--- config.mk ---
export PLATFORM = sky130hd
export DESIGN_NAME = pau_top
export DESIGN_NICKNAME = d
export VERILOG_FILES = /design/src/common/pau_pkg.sv /design/src/design/pau_top.sv
export VERILOG_INCLUDE_DIRS = /design/src /design/src/common
export SDC_FILE = /design/constraint.sdc
export NUM_CORES = 1
export LEC_CHECK = 0
export ABC_AREA = 1
export ABC_CLOCK_PERIOD_IN_PS = 4900
export BUFFER_PORTS_ARGS = -buffer_cell sky130_fd_sc_hd__buf_2
export CORE_MARGIN = 2
export CORE_UTILIZATION = 54
export CTS_BUF_LIST = sky130_fd_sc_hd__clkbuf_2
export DETAILED_ROUTE_END_ITERATION = 7
export GPL_TIMING_DRIVEN = 0
export PLACE_DENSITY = 0.73
export REMOVE_ABC_BUFFERS = 1
export SETUP_SLACK_MARGIN = 0.02
export SYNTH_ARGS = -nofsm -noshare
export SYNTH_HDL_FRONTEND = slang
export SYNTH_SLANG_ARGS = --single-unit
--- constraint.sdc ---
create_clock -name mclk_i -period 4.9 [get_ports mclk_i]
set_input_delay 1.47 -clock mclk_i [delete_from_list [all_inputs] [get_ports mclk_i]]
set_output_delay 1.47 -clock mclk_i [all_outputs]
set_load 0.05 [all_outputs]
--- src/common/pau_map.svh ---
// Purpose: offsets, field positions and timing counts of the process alarm unit
// Assumes: 25 MHz system clock
// Notes:   included by the package and the design
`ifndef PAU_MAP_SVH
`define PAU_MAP_SVH
`define PAU_CLK_HZ          25000000
`define PAU_TICK_S          1
`define PAU_TICK_CYCLES     (`PAU_CLK_HZ * `PAU_TICK_S)
`define PAU_NUM_ALARMS      4
`define PAU_VAL_W           16
`define PAU_TIME_W          13
`define PAU_TIME_MAX        6500
`define PAU_SEG_W           8
`define PAU_ADDR_W          8
// register offsets (byte addresses)
`define PAU_CTRL_OFF        8'h00
`define PAU_PROC_OFF        8'h04
`define PAU_SETPT_OFF       8'h08
`define PAU_STAT_OFF        8'h0c
`define PAU_CFG_OFF         8'h10
`define PAU_THR_OFF         8'h20
`define PAU_TIM_OFF         8'h30
// ctrl fields
`define PAU_CTRL_RUN_BIT    0
`define PAU_CTRL_FAULT_BIT  1
`define PAU_CTRL_SEGV_BIT   2
`define PAU_CTRL_SEG_LSB    8
// cfg fields per alarm (one word each: function, then blocking, then segment mask byte)
`define PAU_CFG_FUNC_LSB    0
`define PAU_CFG_BLOCK_BIT   4
`define PAU_CFG_LANE_W      8
// timer word: pulse_time low half, delay_time high half
`define PAU_TIM_PULSE_LSB   0
`define PAU_TIM_DELAY_LSB   16
`define PAU_CTRL_RESET      32'h0000_0000
`endif

--- src/common/pau_pkg.sv ---
// Purpose: types of the process alarm unit
// Assumes: map header supplies the value, time and segment-mask widths
// Notes:   functions coded in a 4-bit field
`include "pau_map.svh"
package pau_pkg;
    typedef enum logic [3:0] {
        PAU_FN_OFF,
        PAU_FN_SENSOR_ERR,
        PAU_FN_PROG_EVENT,
        PAU_FN_HEATER_FAIL,
        PAU_FN_ABS_MIN,
        PAU_FN_ABS_MAX,
        PAU_FN_BAND_DEV,
        PAU_FN_MIN_DEV,
        PAU_FN_MAX_DEV
    } pau_func_t;

    typedef struct packed {
        logic                          block_en;
        pau_func_t                     func;
        logic [`PAU_SEG_W-1:0]         seg_mask;
        logic signed [`PAU_VAL_W-1:0]  threshold;
        logic [`PAU_TIME_W-1:0]        pulse_time;
        logic [`PAU_TIME_W-1:0]        delay_time;
    } pau_alarm_cfg_t;

    typedef struct packed {
        logic                          run;
        logic                          sensor_fault;
        logic                          seg_valid;
        logic [2:0]                    segment;
        logic signed [`PAU_VAL_W-1:0]  process_value;
        logic signed [`PAU_VAL_W-1:0]  control_setpoint;
    } pau_proc_t;

    typedef enum logic [1:0] {
        PAU_TM_IDLE,
        PAU_TM_ON,
        PAU_TM_OFF,
        PAU_TM_DONE
    } pau_tstate_t;
endpackage : pau_pkg

--- src/design/pau_top.sv ---
// Purpose: four independent process alarms with timers and initial blocking
// Assumes: APB slave, synchronous active-high reset, 25 MHz clock
// Notes:   process inputs are written by software into registers
// Overview of operation
// - four alarm channels, each with own function, threshold and timers
// - inoperative function never asserts the alarm
// - sensor-error function asserts on sensor fault input
// - program-event function asserts while running a selected segment
// - absolute minimum asserts when process value below threshold
// - absolute maximum asserts when process value above threshold
// - band deviation, positive threshold: asserts outside setpoint plus/minus threshold
// - band deviation, negative threshold: asserts inside that band
// - minimum deviation asserts below setpoint minus threshold
// - maximum deviation asserts above setpoint plus threshold
// - maximum, band and maximum-deviation also assert on sensor fault
// - both timers zero follow condition; delay only asserts after delay
// - pulse only gives one pulse of pulse time
// - both nonzero alternate on pulse time, off delay time
// - lamps show the recognized condition, not the timed output
// - blocking hides a condition present after run stops; the reset arming clears at once, as every function resets off
// - blocked alarm activates only after clear then new occurrence
// - blocking never applies to sensor-error function
// - stopped run forces all alarm outputs off
//
// Local design decisions: register access over APB and the address map.
`timescale 1ns/1ps
`default_nettype none
`include "pau_map.svh"
module pau_top (
    input  wire logic                        mclk_i,
    input  wire logic                        rst_i,
    input  wire logic                        psel_i,
    input  wire logic                        penable_i,
    input  wire logic                        pwrite_i,
    input  wire logic [`PAU_ADDR_W-1:0]      paddr_i,
    input  wire logic [31:0]                 pwdata_i,
    output logic      [31:0]                 prdata_o,
    output logic                             pready_o,
    output logic                             pslverr_o,
    output logic      [`PAU_NUM_ALARMS-1:0]  alarm_out_o,
    output logic      [`PAU_NUM_ALARMS-1:0]  alarm_lamp_o
);
    import pau_pkg::*;
    localparam int N = `PAU_NUM_ALARMS;
    localparam int TW = `PAU_TIME_W;
    localparam logic [24:0] TICK_LAST = 25'(`PAU_TICK_CYCLES - 1);

    pau_proc_t                 proc_q;
    pau_alarm_cfg_t            cfg_q [N];
    logic [24:0]               div_q;
    logic                      tick_q;
    logic                      run_prev_q;
    logic [N-1:0]              cond;
    logic [N-1:0]              recog_q;
    logic [N-1:0]              blocked_q;
    logic [N-1:0]              out_d;
    pau_tstate_t               ts_q [N];
    logic [TW-1:0]             cnt_q [N];

    wire access = psel_i & penable_i;
    wire wr_en  = access & pwrite_i;

    // which alarm slot an offset addresses, -1 when none
    function automatic int slot(input logic [`PAU_ADDR_W-1:0] a, input logic [`PAU_ADDR_W-1:0] base);
        int r;
        r = -1;
        if (a >= base && a < base + 8'(4 * N) && a[1:0] == 2'b00) begin
            r = int'((a - base) >> 2);
        end
        return r;
    endfunction : slot

    function automatic logic mapped(input logic [`PAU_ADDR_W-1:0] a);
        return a == `PAU_CTRL_OFF || a == `PAU_PROC_OFF || a == `PAU_SETPT_OFF || a == `PAU_STAT_OFF
            || slot(a, `PAU_CFG_OFF) >= 0 || slot(a, `PAU_THR_OFF) >= 0 || slot(a, `PAU_TIM_OFF) >= 0;
    endfunction : mapped

    // apb: zero wait states, slave error on unmapped
    always_ff @(posedge mclk_i) begin
        if (rst_i) begin
            pready_o  <= 1'b0;
            pslverr_o <= 1'b0;
        end else begin
            pready_o  <= psel_i & ~pready_o & ~penable_i ? 1'b1 : 1'b0;
            pslverr_o <= psel_i & ~penable_i & ~mapped(paddr_i);
        end
    end

    wire wr_take = wr_en & pready_o & ~pslverr_o;

    always_ff @(posedge mclk_i) begin
        if (rst_i) begin
            proc_q <= '0;
        end else if (wr_take) begin
            if (paddr_i == `PAU_CTRL_OFF) begin
                proc_q.run          <= pwdata_i[`PAU_CTRL_RUN_BIT];
                proc_q.sensor_fault <= pwdata_i[`PAU_CTRL_FAULT_BIT];
                proc_q.seg_valid    <= pwdata_i[`PAU_CTRL_SEGV_BIT];
                proc_q.segment      <= pwdata_i[`PAU_CTRL_SEG_LSB +: 3];
            end
            if (paddr_i == `PAU_PROC_OFF) begin
                proc_q.process_value <= pwdata_i[`PAU_VAL_W-1:0];
            end
            if (paddr_i == `PAU_SETPT_OFF) begin
                proc_q.control_setpoint <= pwdata_i[`PAU_VAL_W-1:0];
            end
        end
    end

    // per-alarm configuration, each channel independent
    generate
        for (genvar g = 0; g < N; g++) begin : g_cfg
            always_ff @(posedge mclk_i) begin
                if (rst_i) begin
                    cfg_q[g] <= '0;
                end else if (wr_take) begin
                    if (slot(paddr_i, `PAU_CFG_OFF) == g) begin
                        cfg_q[g].func     <= pau_func_t'(pwdata_i[`PAU_CFG_FUNC_LSB +: 4]);
                        cfg_q[g].block_en <= pwdata_i[`PAU_CFG_BLOCK_BIT];
                        cfg_q[g].seg_mask <= pwdata_i[`PAU_CFG_LANE_W +: `PAU_SEG_W];
                    end
                    if (slot(paddr_i, `PAU_THR_OFF) == g) begin
                        cfg_q[g].threshold <= pwdata_i[`PAU_VAL_W-1:0];
                    end
                    if (slot(paddr_i, `PAU_TIM_OFF) == g) begin
                        cfg_q[g].pulse_time <= pwdata_i[`PAU_TIM_PULSE_LSB +: TW];
                        cfg_q[g].delay_time <= pwdata_i[`PAU_TIM_DELAY_LSB +: TW];
                    end
                end
            end
        end
    endgenerate

    always_ff @(posedge mclk_i) begin
        if (rst_i) begin
            prdata_o <= '0;
        end else if (psel_i & ~penable_i & ~pwrite_i) begin
            prdata_o <= '0;
            if (paddr_i == `PAU_CTRL_OFF) begin
                prdata_o <= {21'h0, proc_q.segment, 5'h0, proc_q.seg_valid, proc_q.sensor_fault, proc_q.run};
            end
            if (paddr_i == `PAU_PROC_OFF) begin
                prdata_o <= {16'h0, proc_q.process_value};
            end
            if (paddr_i == `PAU_SETPT_OFF) begin
                prdata_o <= {16'h0, proc_q.control_setpoint};
            end
            if (paddr_i == `PAU_STAT_OFF) begin
                prdata_o <= {16'h0, 4'h0, blocked_q, alarm_lamp_o, alarm_out_o};
            end
            for (int i = 0; i < N; i++) begin
                if (slot(paddr_i, `PAU_CFG_OFF) == i) begin
                    prdata_o <= {16'h0, cfg_q[i].seg_mask, 3'h0, cfg_q[i].block_en, cfg_q[i].func};
                end
                if (slot(paddr_i, `PAU_THR_OFF) == i) begin
                    prdata_o <= {16'h0, cfg_q[i].threshold};
                end
                if (slot(paddr_i, `PAU_TIM_OFF) == i) begin
                    prdata_o <= {3'h0, cfg_q[i].delay_time, 3'h0, cfg_q[i].pulse_time};
                end
            end
        end
    end

    // one second tick
    always_ff @(posedge mclk_i) begin
        if (rst_i) begin
            div_q  <= '0;
            tick_q <= 1'b0;
        end else begin
            tick_q <= div_q == TICK_LAST;
            div_q  <= div_q == TICK_LAST ? '0 : div_q + 25'd1;
        end
    end

    // comparisons widened by one bit so setpoint plus threshold cannot wrap
    always_comb begin
        logic signed [`PAU_VAL_W:0] pv;
        logic signed [`PAU_VAL_W:0] hi;
        logic signed [`PAU_VAL_W:0] lo;
        logic signed [`PAU_VAL_W:0] th;
        pv   = '0;
        hi   = '0;
        lo   = '0;
        th   = '0;
        cond = '0;
        for (int i = 0; i < N; i++) begin
            // signed source, so a negative threshold keeps its sign
            th = cfg_q[i].threshold;
            pv = proc_q.process_value;
            hi = proc_q.control_setpoint + th;
            lo = proc_q.control_setpoint - th;
            case (cfg_q[i].func)
                PAU_FN_OFF:        cond[i] = 1'b0;
                PAU_FN_SENSOR_ERR: cond[i] = proc_q.sensor_fault;
                PAU_FN_PROG_EVENT: cond[i] = proc_q.seg_valid & cfg_q[i].seg_mask[proc_q.segment];
                PAU_FN_ABS_MIN:    cond[i] = pv < th;
                PAU_FN_ABS_MAX:    cond[i] = pv > th | proc_q.sensor_fault;
                PAU_FN_BAND_DEV:   cond[i] = (th >= 0 ? (pv < lo || pv > hi)
                                                      : (pv > hi && pv < lo))
                                             | proc_q.sensor_fault;
                PAU_FN_MIN_DEV:    cond[i] = pv < lo;
                PAU_FN_MAX_DEV:    cond[i] = pv > hi | proc_q.sensor_fault;
                default:           cond[i] = 1'b0;
            endcase
        end
    end

    always_ff @(posedge mclk_i) begin
        if (rst_i) begin
            run_prev_q <= 1'b0;
        end else begin
            run_prev_q <= proc_q.run;
        end
    end

    // blocking armed at reset and when run falls
    generate
        for (genvar g = 0; g < N; g++) begin : g_alarm
            wire sens  = cfg_q[g].func == PAU_FN_SENSOR_ERR;
            wire arm   = run_prev_q & ~proc_q.run;
            wire rec   = cond[g] & ~(blocked_q[g] & cfg_q[g].block_en & ~sens);
            wire rise  = rec & ~recog_q[g];
            wire [TW-1:0] t1 = cfg_q[g].pulse_time;
            wire [TW-1:0] t2 = cfg_q[g].delay_time;

            always_ff @(posedge mclk_i) begin
                if (rst_i) begin
                    blocked_q[g] <= 1'b1;
                end else if (arm) begin
                    blocked_q[g] <= 1'b1;
                end else if (~cond[g]) begin
                    blocked_q[g] <= 1'b0;
                end
            end

            always_ff @(posedge mclk_i) begin
                if (rst_i) begin
                    recog_q[g] <= 1'b0;
                    ts_q[g]    <= PAU_TM_IDLE;
                    cnt_q[g]   <= '0;
                end else begin
                    recog_q[g] <= rec;
                    if (~rec) begin
                        ts_q[g]  <= PAU_TM_IDLE;
                        cnt_q[g] <= '0;
                    end else if (rise) begin
                        cnt_q[g] <= '0;
                        ts_q[g]  <= (t1 == '0 && t2 != '0) ? PAU_TM_OFF : PAU_TM_ON;
                    end else if (tick_q) begin
                        case (ts_q[g])
                            PAU_TM_ON: begin
                                if (t1 != '0 && cnt_q[g] + 1'b1 >= t1) begin
                                    cnt_q[g] <= '0;
                                    ts_q[g]  <= t2 == '0 ? PAU_TM_DONE : PAU_TM_OFF;
                                end else if (t1 != '0) begin
                                    cnt_q[g] <= cnt_q[g] + 1'b1;
                                end
                            end
                            PAU_TM_OFF: begin
                                if (cnt_q[g] + 1'b1 >= t2) begin
                                    cnt_q[g] <= '0;
                                    // delay only holds on; intermittent turns back on
                                    ts_q[g]  <= t1 == '0 ? PAU_TM_DONE : PAU_TM_ON;
                                end else begin
                                    cnt_q[g] <= cnt_q[g] + 1'b1;
                                end
                            end
                            default: cnt_q[g] <= cnt_q[g];
                        endcase
                    end
                end
            end

            // done means on for delay mode, off for pulse mode
            always_comb begin
                case (ts_q[g])
                    PAU_TM_ON:   out_d[g] = 1'b1;
                    PAU_TM_DONE: out_d[g] = t1 == '0;
                    default:     out_d[g] = 1'b0;
                endcase
            end
        end
    endgenerate

    always_ff @(posedge mclk_i) begin
        if (rst_i) begin
            alarm_out_o  <= '0;
            alarm_lamp_o <= '0;
        end else begin
            alarm_out_o  <= out_d & recog_q & {N{proc_q.run}};
            alarm_lamp_o <= recog_q;
        end
    end
endmodule : pau_top
`default_nettype wire

==> impl_metrics.py, run 1 <==
metrics = {
    "finish": {
        "final_area_mm2": 0.0364,
        "area_growth_pct": 12.3,
        "nFillCells": 5376,
        "mostFrequentLayoutCells": "637 x nand2_1, 554 x inv_1, 534 x nor2_1",
        "multi_input_area_mm2": 0.0201,
        "regArea_mm2": 0.0107,
        "final_layout_size_suffix_gt1_share_pct": 13.8,
        "fin_nets": 4903,
        "final_common_cell": "nand2_1",
    },
    "synthesis": {
        "syn_area_mm2": 0.0324,
        "synth-edff-count": 280,
        "synth_area_leaders": "edfxtp_1 26%, ha_1 17%, nand2_1 7.7%",
        "synth_seq_cells": 392,
        "synth_top_area_share_pct": 26.0,
        "synth_top_cell_by_area": "edfxtp_1",
        "yosysSeqAreaShare_pct": 32.9,
        "synth_warnings": 0,
        "synth_top_flop_cell": "edfxtp_1",
        "synthCells": 4219,
        "async_flop_share_pct": 0,
        "ys_types": 57,
        "synth_area_per_cell_um2": 7.68,
    },
    "routing": {
        "drc": 0,
        "routedWlPerCell_um": 21.5,
        "drt_pass1_iterations": 6,
        "drtAntennaViolNets": 0,
        "dr.first_iter.drc_count": 3336,
        "vias": 31363,
        "wl_um": 113000,
        "avgViaCountPerCell": 5.97,
    },
    "sta": {
        "final-setup-viol-count": 26,
        "tightest_slew_ns": 1.52,
        "setup_slack_ns": -0.139,
        "rsz0062_at_grt": "true",
        "fin_crit_sh_pct": 103,
        "drv_slew": 23,
        "finalHoldViolations": 0,
        "skew_ns": 0.105,
        "relSlewSlack_pct": -1.69,
        "hold_ws_ns": 0.457,
        "fmax_mhz": 198,
        "fin_setup_tns_ns": -2.01,
        "period_needed_ns": 5.04,
    },
    "critical_path": {
        "crit_buf_inv": 5,
        "end_kind": "register",
        "slowest_stage": "dfxtp_4",
        "crit_path_max_fanout": 6,
        "worst_ep_arrival_time_ns": 5.88,
        "critPathKind": "register to register",
        "required_ns": 5.74,
        "critPathLaunch": "proc_q[0]",
        "crit_top_cell": "nand2_1",
        "critPathMaxStageDelay_ns": 0.42,
        "critical-path-top-delay-family": "simple AND/OR/NAND/NOR gates",
        "r2r-start": "proc_q[0]",
        "crit_path_start_kind": "register",
    },
    "global_route": {
        "grt.met2_usage_pct": 53.6,
        "busiest_layer": "met2",
        "grt_pass1_wl_um": 166000,
        "grt_max_degree": 46,
        "track_usage_pct": 34.8,
        "antenna_found_initial": 2,
        "grt-ovfl-total": 0,
        "grtUsageMet3_pct": 7.37,
        "first_global_vias": 28603,
        "grt_util_met1_pct": 45.7,
    },
    "die": {
        "die_x_um": 249,
        "io_pins": 87,
        "rows": 89,
        "coreArea_mm2": 0.0591,
        "die_area_mm2": 0.0620,
        "start_util_pct": 54.8,
        "die_y_um": 249,
    },
    "clock_tree": {
        "clock_sinks": 392,
        "cts_hold_buf": 0,
        "root_buffer": "clkbuf_2",
        "cts_tree": "built",
        "htree_levels": 3,
        "cts_buffer_depth": 3,
        "clk-insertion-delay-late_ns": 1.21,
        "path_clk_slew_ns": 0.11,
        "numCtsBuffers": 101,
    },
    "power_and_ir_drop": {
        "leakage_nw": 17.7,
        "p_per_area_mw_per_mm2": 187,
        "ir_drop_v": 0.000209,
    },
    "hold_path": {
        "hp-class": "register to register",
        "min_from": "div_q[0]",
    },
    "outcome": {
        "outcome": "finished with violations",
        "violations": "max-capacitance violations, max-slew violations, negative setup slack",
    },
    "job": {
        "drv_cap": 1,
    },
    "placement": {
        "placed_cell_area_mm2": 0.0335,
        "gp_congestion": 1.02,
        "dpl.hpwl_um": 81000,
        "io_buffer_count": 80,
    },
}
[final timing paths]
| path | cells after the start | end | slack, ns |
|---|---|---|---|
| worst min-delay path | 1 | div_q[0] | 0.46 |
| worst min register to register | 1 | div_q[0] | 0.46 |
| worst max-delay path | 32 | cnt_q[3][8] | -0.14 |
| worst max register to register | 32 | cnt_q[3][8] | -0.14 |
[final cells by class]
class | count | area share, %
Timing Repair Buffer | 190 | 3.96
Multi-Input combinational cell | 3113 | 55.2
Clock inverter | 24 | 0.327
Sequential cell | 392 | 29.4
Antenna cell | 4 | 0.0275
Inverter | 599 | 6.24
Clock buffer | 160 | 2.20
Tap cell | 773 | 2.66
[cell usage after synthesis, types with 11 or more instances]
cell,n
xor2_1,141
nor4_1,33
o2111ai_1,17
o21ai_0,210
nand2_1,666
clkinv_1,12
nor2_1,566
nand3_1,166
o211ai_1,20
o21bai_1,23
a21o_1,16
nand4_1,99
a221oi_1,21
a21oi_1,412
dfxtp_1,112
nor3_1,87
ha_1,453
a31oi_1,23
inv_2,11
edfxtp_1,280
clkbuf_1,86
inv_1,576
buf_2,19
[sequential cells by signal (all words and copies together), names as in the netlist]
name and flops:
alarm_lamp_o 4, alarm_out_o 4, blocked_q 4, cfg_q 220, cnt_q 52, div_q 25
prdata_o 29, pready_o 1, proc_q 38, pslverr_o 1, recog_q 4, run_prev_q 1
tick_q 1, ts_q 8
[cells by family after synthesis]
kind of cell / Yosys count / synth area share, %
XOR/XNOR: 150 / 4.06
AO/OA/AOI/OAI: 817 / 14.3
AND/OR/NAND/NOR: 1680 / 22.3
buffers and inverters: 718 / 8.52
flip-flops: 392 / 32.9
other: 1 / 0.0116
adder cells (fa/ha/maj): 461 / 18.0
[where the power goes]
| part | switching [W] | internal [W] |
|---|---|---|
| clock | 0.00146 | 0.000907 |
| sequential | 0.0000597 | 0.00360 |
| combinational | 0.000550 | 0.000226 |
| total | 0.00207 | 0.00474 |
[repair_timing]
action                     4_1_cts  5_1_grt
cloned                           1        3
buffers inserted                34       57
pin swaps                       22       92
setup endpoints to repair      128      120
resized for setup              124      193
[through the flow]
| stage | setup WS (ns) | std cells | total power, W | utilization [%] |
|---|---|---|---|---|
| 2_1_floorplan | -0.908 | 4102 | 0.00417 | - |
| 3_3_place_gp | -5.76 | 4955 | 0.00441 | 56.2 |
| 3_5_place_dp | -2.32 | 4973 | 0.00443 | 56.7 |
| 4_1_cts | 0.0154 | 5192 | 0.00672 | 59.5 |
| 5_1_grt | -0.300 | 5252 | 0.00701 | 61.5 |
| 6_report | -0.139 | 5255 | 0.00681 | 61.5 |
[layer usage]
metal,vias to the layer above,share of wire (%)
li1,14774,-
met1,14457,39
met2,1727,44
met3,403,11
met4,2,5.9
met5,-,0.012
No activity file was read; power rests on OpenSTA's default activity.
==> inputs of run 2 (changes only) <==
--- a/config.mk
+++ b/config.mk
@@ -17,6 +17,7 @@
 export PLACE_DENSITY = 0.73
 export REMOVE_ABC_BUFFERS = 1
 export SETUP_SLACK_MARGIN = 0.02
+export SKIP_LAST_GASP = 1
 export SYNTH_ARGS = -nofsm -noshare
 export SYNTH_HDL_FRONTEND = slang
 export SYNTH_SLANG_ARGS = --single-unit
==> run 2 against run 1 <==
Against the previous run:
- the run still ends with max-capacitance violations, max-slew violations, negative setup slack left
- critical path depth stayed put
- final cell count hardly changed
- register-to-register slack hardly changed
- clock skew is 0.011 ns lower
- global-route usage stayed put
- die area stayed put
- clock power hardly changed
- routed wire length is 0.21% higher
- count of clock-buffer cells in the layout stayed put
- maximum frequency is 0.10% higher
- highest routed layer unchanged
==> impl_metrics.py, run 2 (synthesized netlist as in run 1, its figures left out) <==
metrics = {
    "sta": {
        "fin_setup_tns_ns": -1.86,
        "setup_slack_ns": -0.134,
        "skew_ns": 0.0933,
        "relSlewSlack_pct": -1.84,
        "tightest_slew_ns": 1.53,
        "rsz0062_at_grt": "true",
        "finalHoldViolations": 0,
        "final-setup-viol-count": 26,
        "period_needed_ns": 5.03,
        "hold_ws_ns": 0.457,
        "fmax_mhz": 199,
        "drv_slew": 23,
        "fin_crit_sh_pct": 103,
    },
    "routing": {
        "wl_um": 113000,
        "dr.first_iter.drc_count": 3322,
        "drt_pass1_iterations": 8,
        "vias": 31348,
        "avgViaCountPerCell": 5.97,
        "drc": 0,
        "routedWlPerCell_um": 21.5,
        "drtAntennaViolNets": 0,
    },
    "clock_tree": {
        "numCtsBuffers": 101,
        "htree_levels": 3,
        "clk-insertion-delay-late_ns": 1.18,
        "cts_tree": "built",
        "cts_buffer_depth": 3,
        "cts_hold_buf": 0,
        "path_clk_slew_ns": 0.11,
        "clock_sinks": 392,
        "root_buffer": "clkbuf_2",
    },
    "critical_path": {
        "critPathMaxStageDelay_ns": 0.42,
        "slowest_stage": "dfxtp_4",
        "crit_path_start_kind": "register",
        "critPathKind": "register to register",
        "ff2ff_setup_slack_ns": -0.13,
        "ff2ff_path_depth": 32,
        "crit_path_max_fanout": 6,
        "end_kind": "register",
        "required_ns": 5.73,
        "worst_ep_arrival_time_ns": 5.87,
        "crit_top_cell": "nand2_1",
    },
    "finish": {
        "final_area_mm2": 0.0364,
        "instances_no_fill": 5254,
        "area_growth_pct": 12.3,
        "final_layout_size_suffix_gt1_share_pct": 13.8,
        "fin_nets": 4903,
        "top_regs": "cfg_q (220), cnt_q (52), proc_q (38)",
        "final_common_cell": "nand2_1",
        "largest_reg_flops": 220,
        "top_register": "cfg_q",
        "nFillCells": 5377,
        "mostFrequentLayoutCells": "637 x nand2_1, 554 x inv_1, 534 x nor2_1",
    },
    "power_and_ir_drop": {
        "p_per_area_mw_per_mm2": 187,
        "ir_drop_v": 0.000209,
        "leakage_nw": 17.7,
    },
    "hold_path": {
        "whs_path_depth": 1,
        "hp-class": "register to register",
    },
    "global_route": {
        "grtUsageMet3_pct": 7.37,
        "first_global_vias": 28603,
        "busiest_layer": "met2",
        "grt_util_met1_pct": 45.7,
        "grt-ovfl-total": 0,
        "grt_pass1_wl_um": 166000,
        "track_usage_pct": 34.8,
        "antenna_found_initial": 2,
        "grt.met2_usage_pct": 53.6,
        "grt_max_degree": 46,
    },
    "die": {
        "die_y_um": 249,
        "die_area_mm2": 0.0620,
        "coreArea_mm2": 0.0591,
        "io_pins": 87,
        "die_x_um": 249,
        "start_util_pct": 54.8,
        "rows": 89,
    },
    "placement": {
        "pre_cts_ws_ns": -2.32,
        "gp_congestion": 1.02,
        "placed_cell_area_mm2": 0.0335,
        "dp_cells": 4973,
        "io_buffer_count": 80,
        "dpl.hpwl_um": 81000,
    },
    "job": {
        "drv_cap": 1,
    },
    "outcome": {
        "outcome": "finished with violations",
        "violations": "max-capacitance violations, max-slew violations, negative setup slack",
    },
}
==> run 2: worst max-delay path, delay by kind of cell, from the launching register on <==
family | cells | cell delay [ns]
AOI/OAI and AO/OA | 5 | 0.85
and+or+nand+nor | 18 | 1.83
buffers and inverters | 5 | 0.58
adders and majority gates | 3 | 0.91
DFF | 1 | 0.42
xor gates and xnor gates | 1 | 0.16
==> run 2: metrics by stage <==
stage	total power (W)	utilization (%)
3_3_place_gp	0.00441	56.2
3_5_place_dp	0.00443	56.7
4_1_cts	0.00672	59.5
2_1_floorplan	0.00417	-
5_1_grt	0.00701	61.5
6_report	0.00680	61.5
==> run 2: path summary, 6_finish.rpt <==
path / end / startpoint
max: cnt_q[3][8] / proc_q[0]
max reg2reg: cnt_q[3][8] / proc_q[0]
min: div_q[0] / div_q[0]
min reg2reg: div_q[0] / div_q[0]
==> run 2: final cells by class <==
| class | instances | area, µm² | share of cell area [%] |
|---|---|---|---|
| multi-input cells | 3113 | 20100 | 55.2 |
| flip-flops and latches | 392 | 10700 | 29.4 |
| inverters | 599 | 2270 | 6.24 |
| repair buffers | 190 | 1440 | 3.96 |
| well taps | 773 | 967 | 2.66 |
| clock buffers | 160 | 801 | 2.20 |
| clock inverters | 24 | 119 | 0.327 |
| diodes | 3 | 7.51 | 0.0206 |
==> run 2: repair_timing <==
action | in CTS | in global routing
gates cloned | 1 | 3
endpoints found under the setup margin | 128 | 120
buffers inserted | 34 | 57
resized for setup | 124 | 193
pin swaps | 22 | 90
==> run 2: where the power goes <==
part           switching, W  total [W]  internal (W)
registers         0.0000600    0.00366       0.00360
clock network       0.00146    0.00236      0.000907
logic              0.000551   0.000777      0.000227
total               0.00207    0.00680       0.00474
==> run 2: per-layer routing <==
| metal | wire length (µm) | vias to the layer above |
|---|---|---|
| met4 | 6510 | 2 |
| met1 | 44600 | 14460 |
| met3 | 12600 | 403 |
| met5 | 14 | - |
| met2 | 49300 | 1698 |
| li1 | - | 14785 |
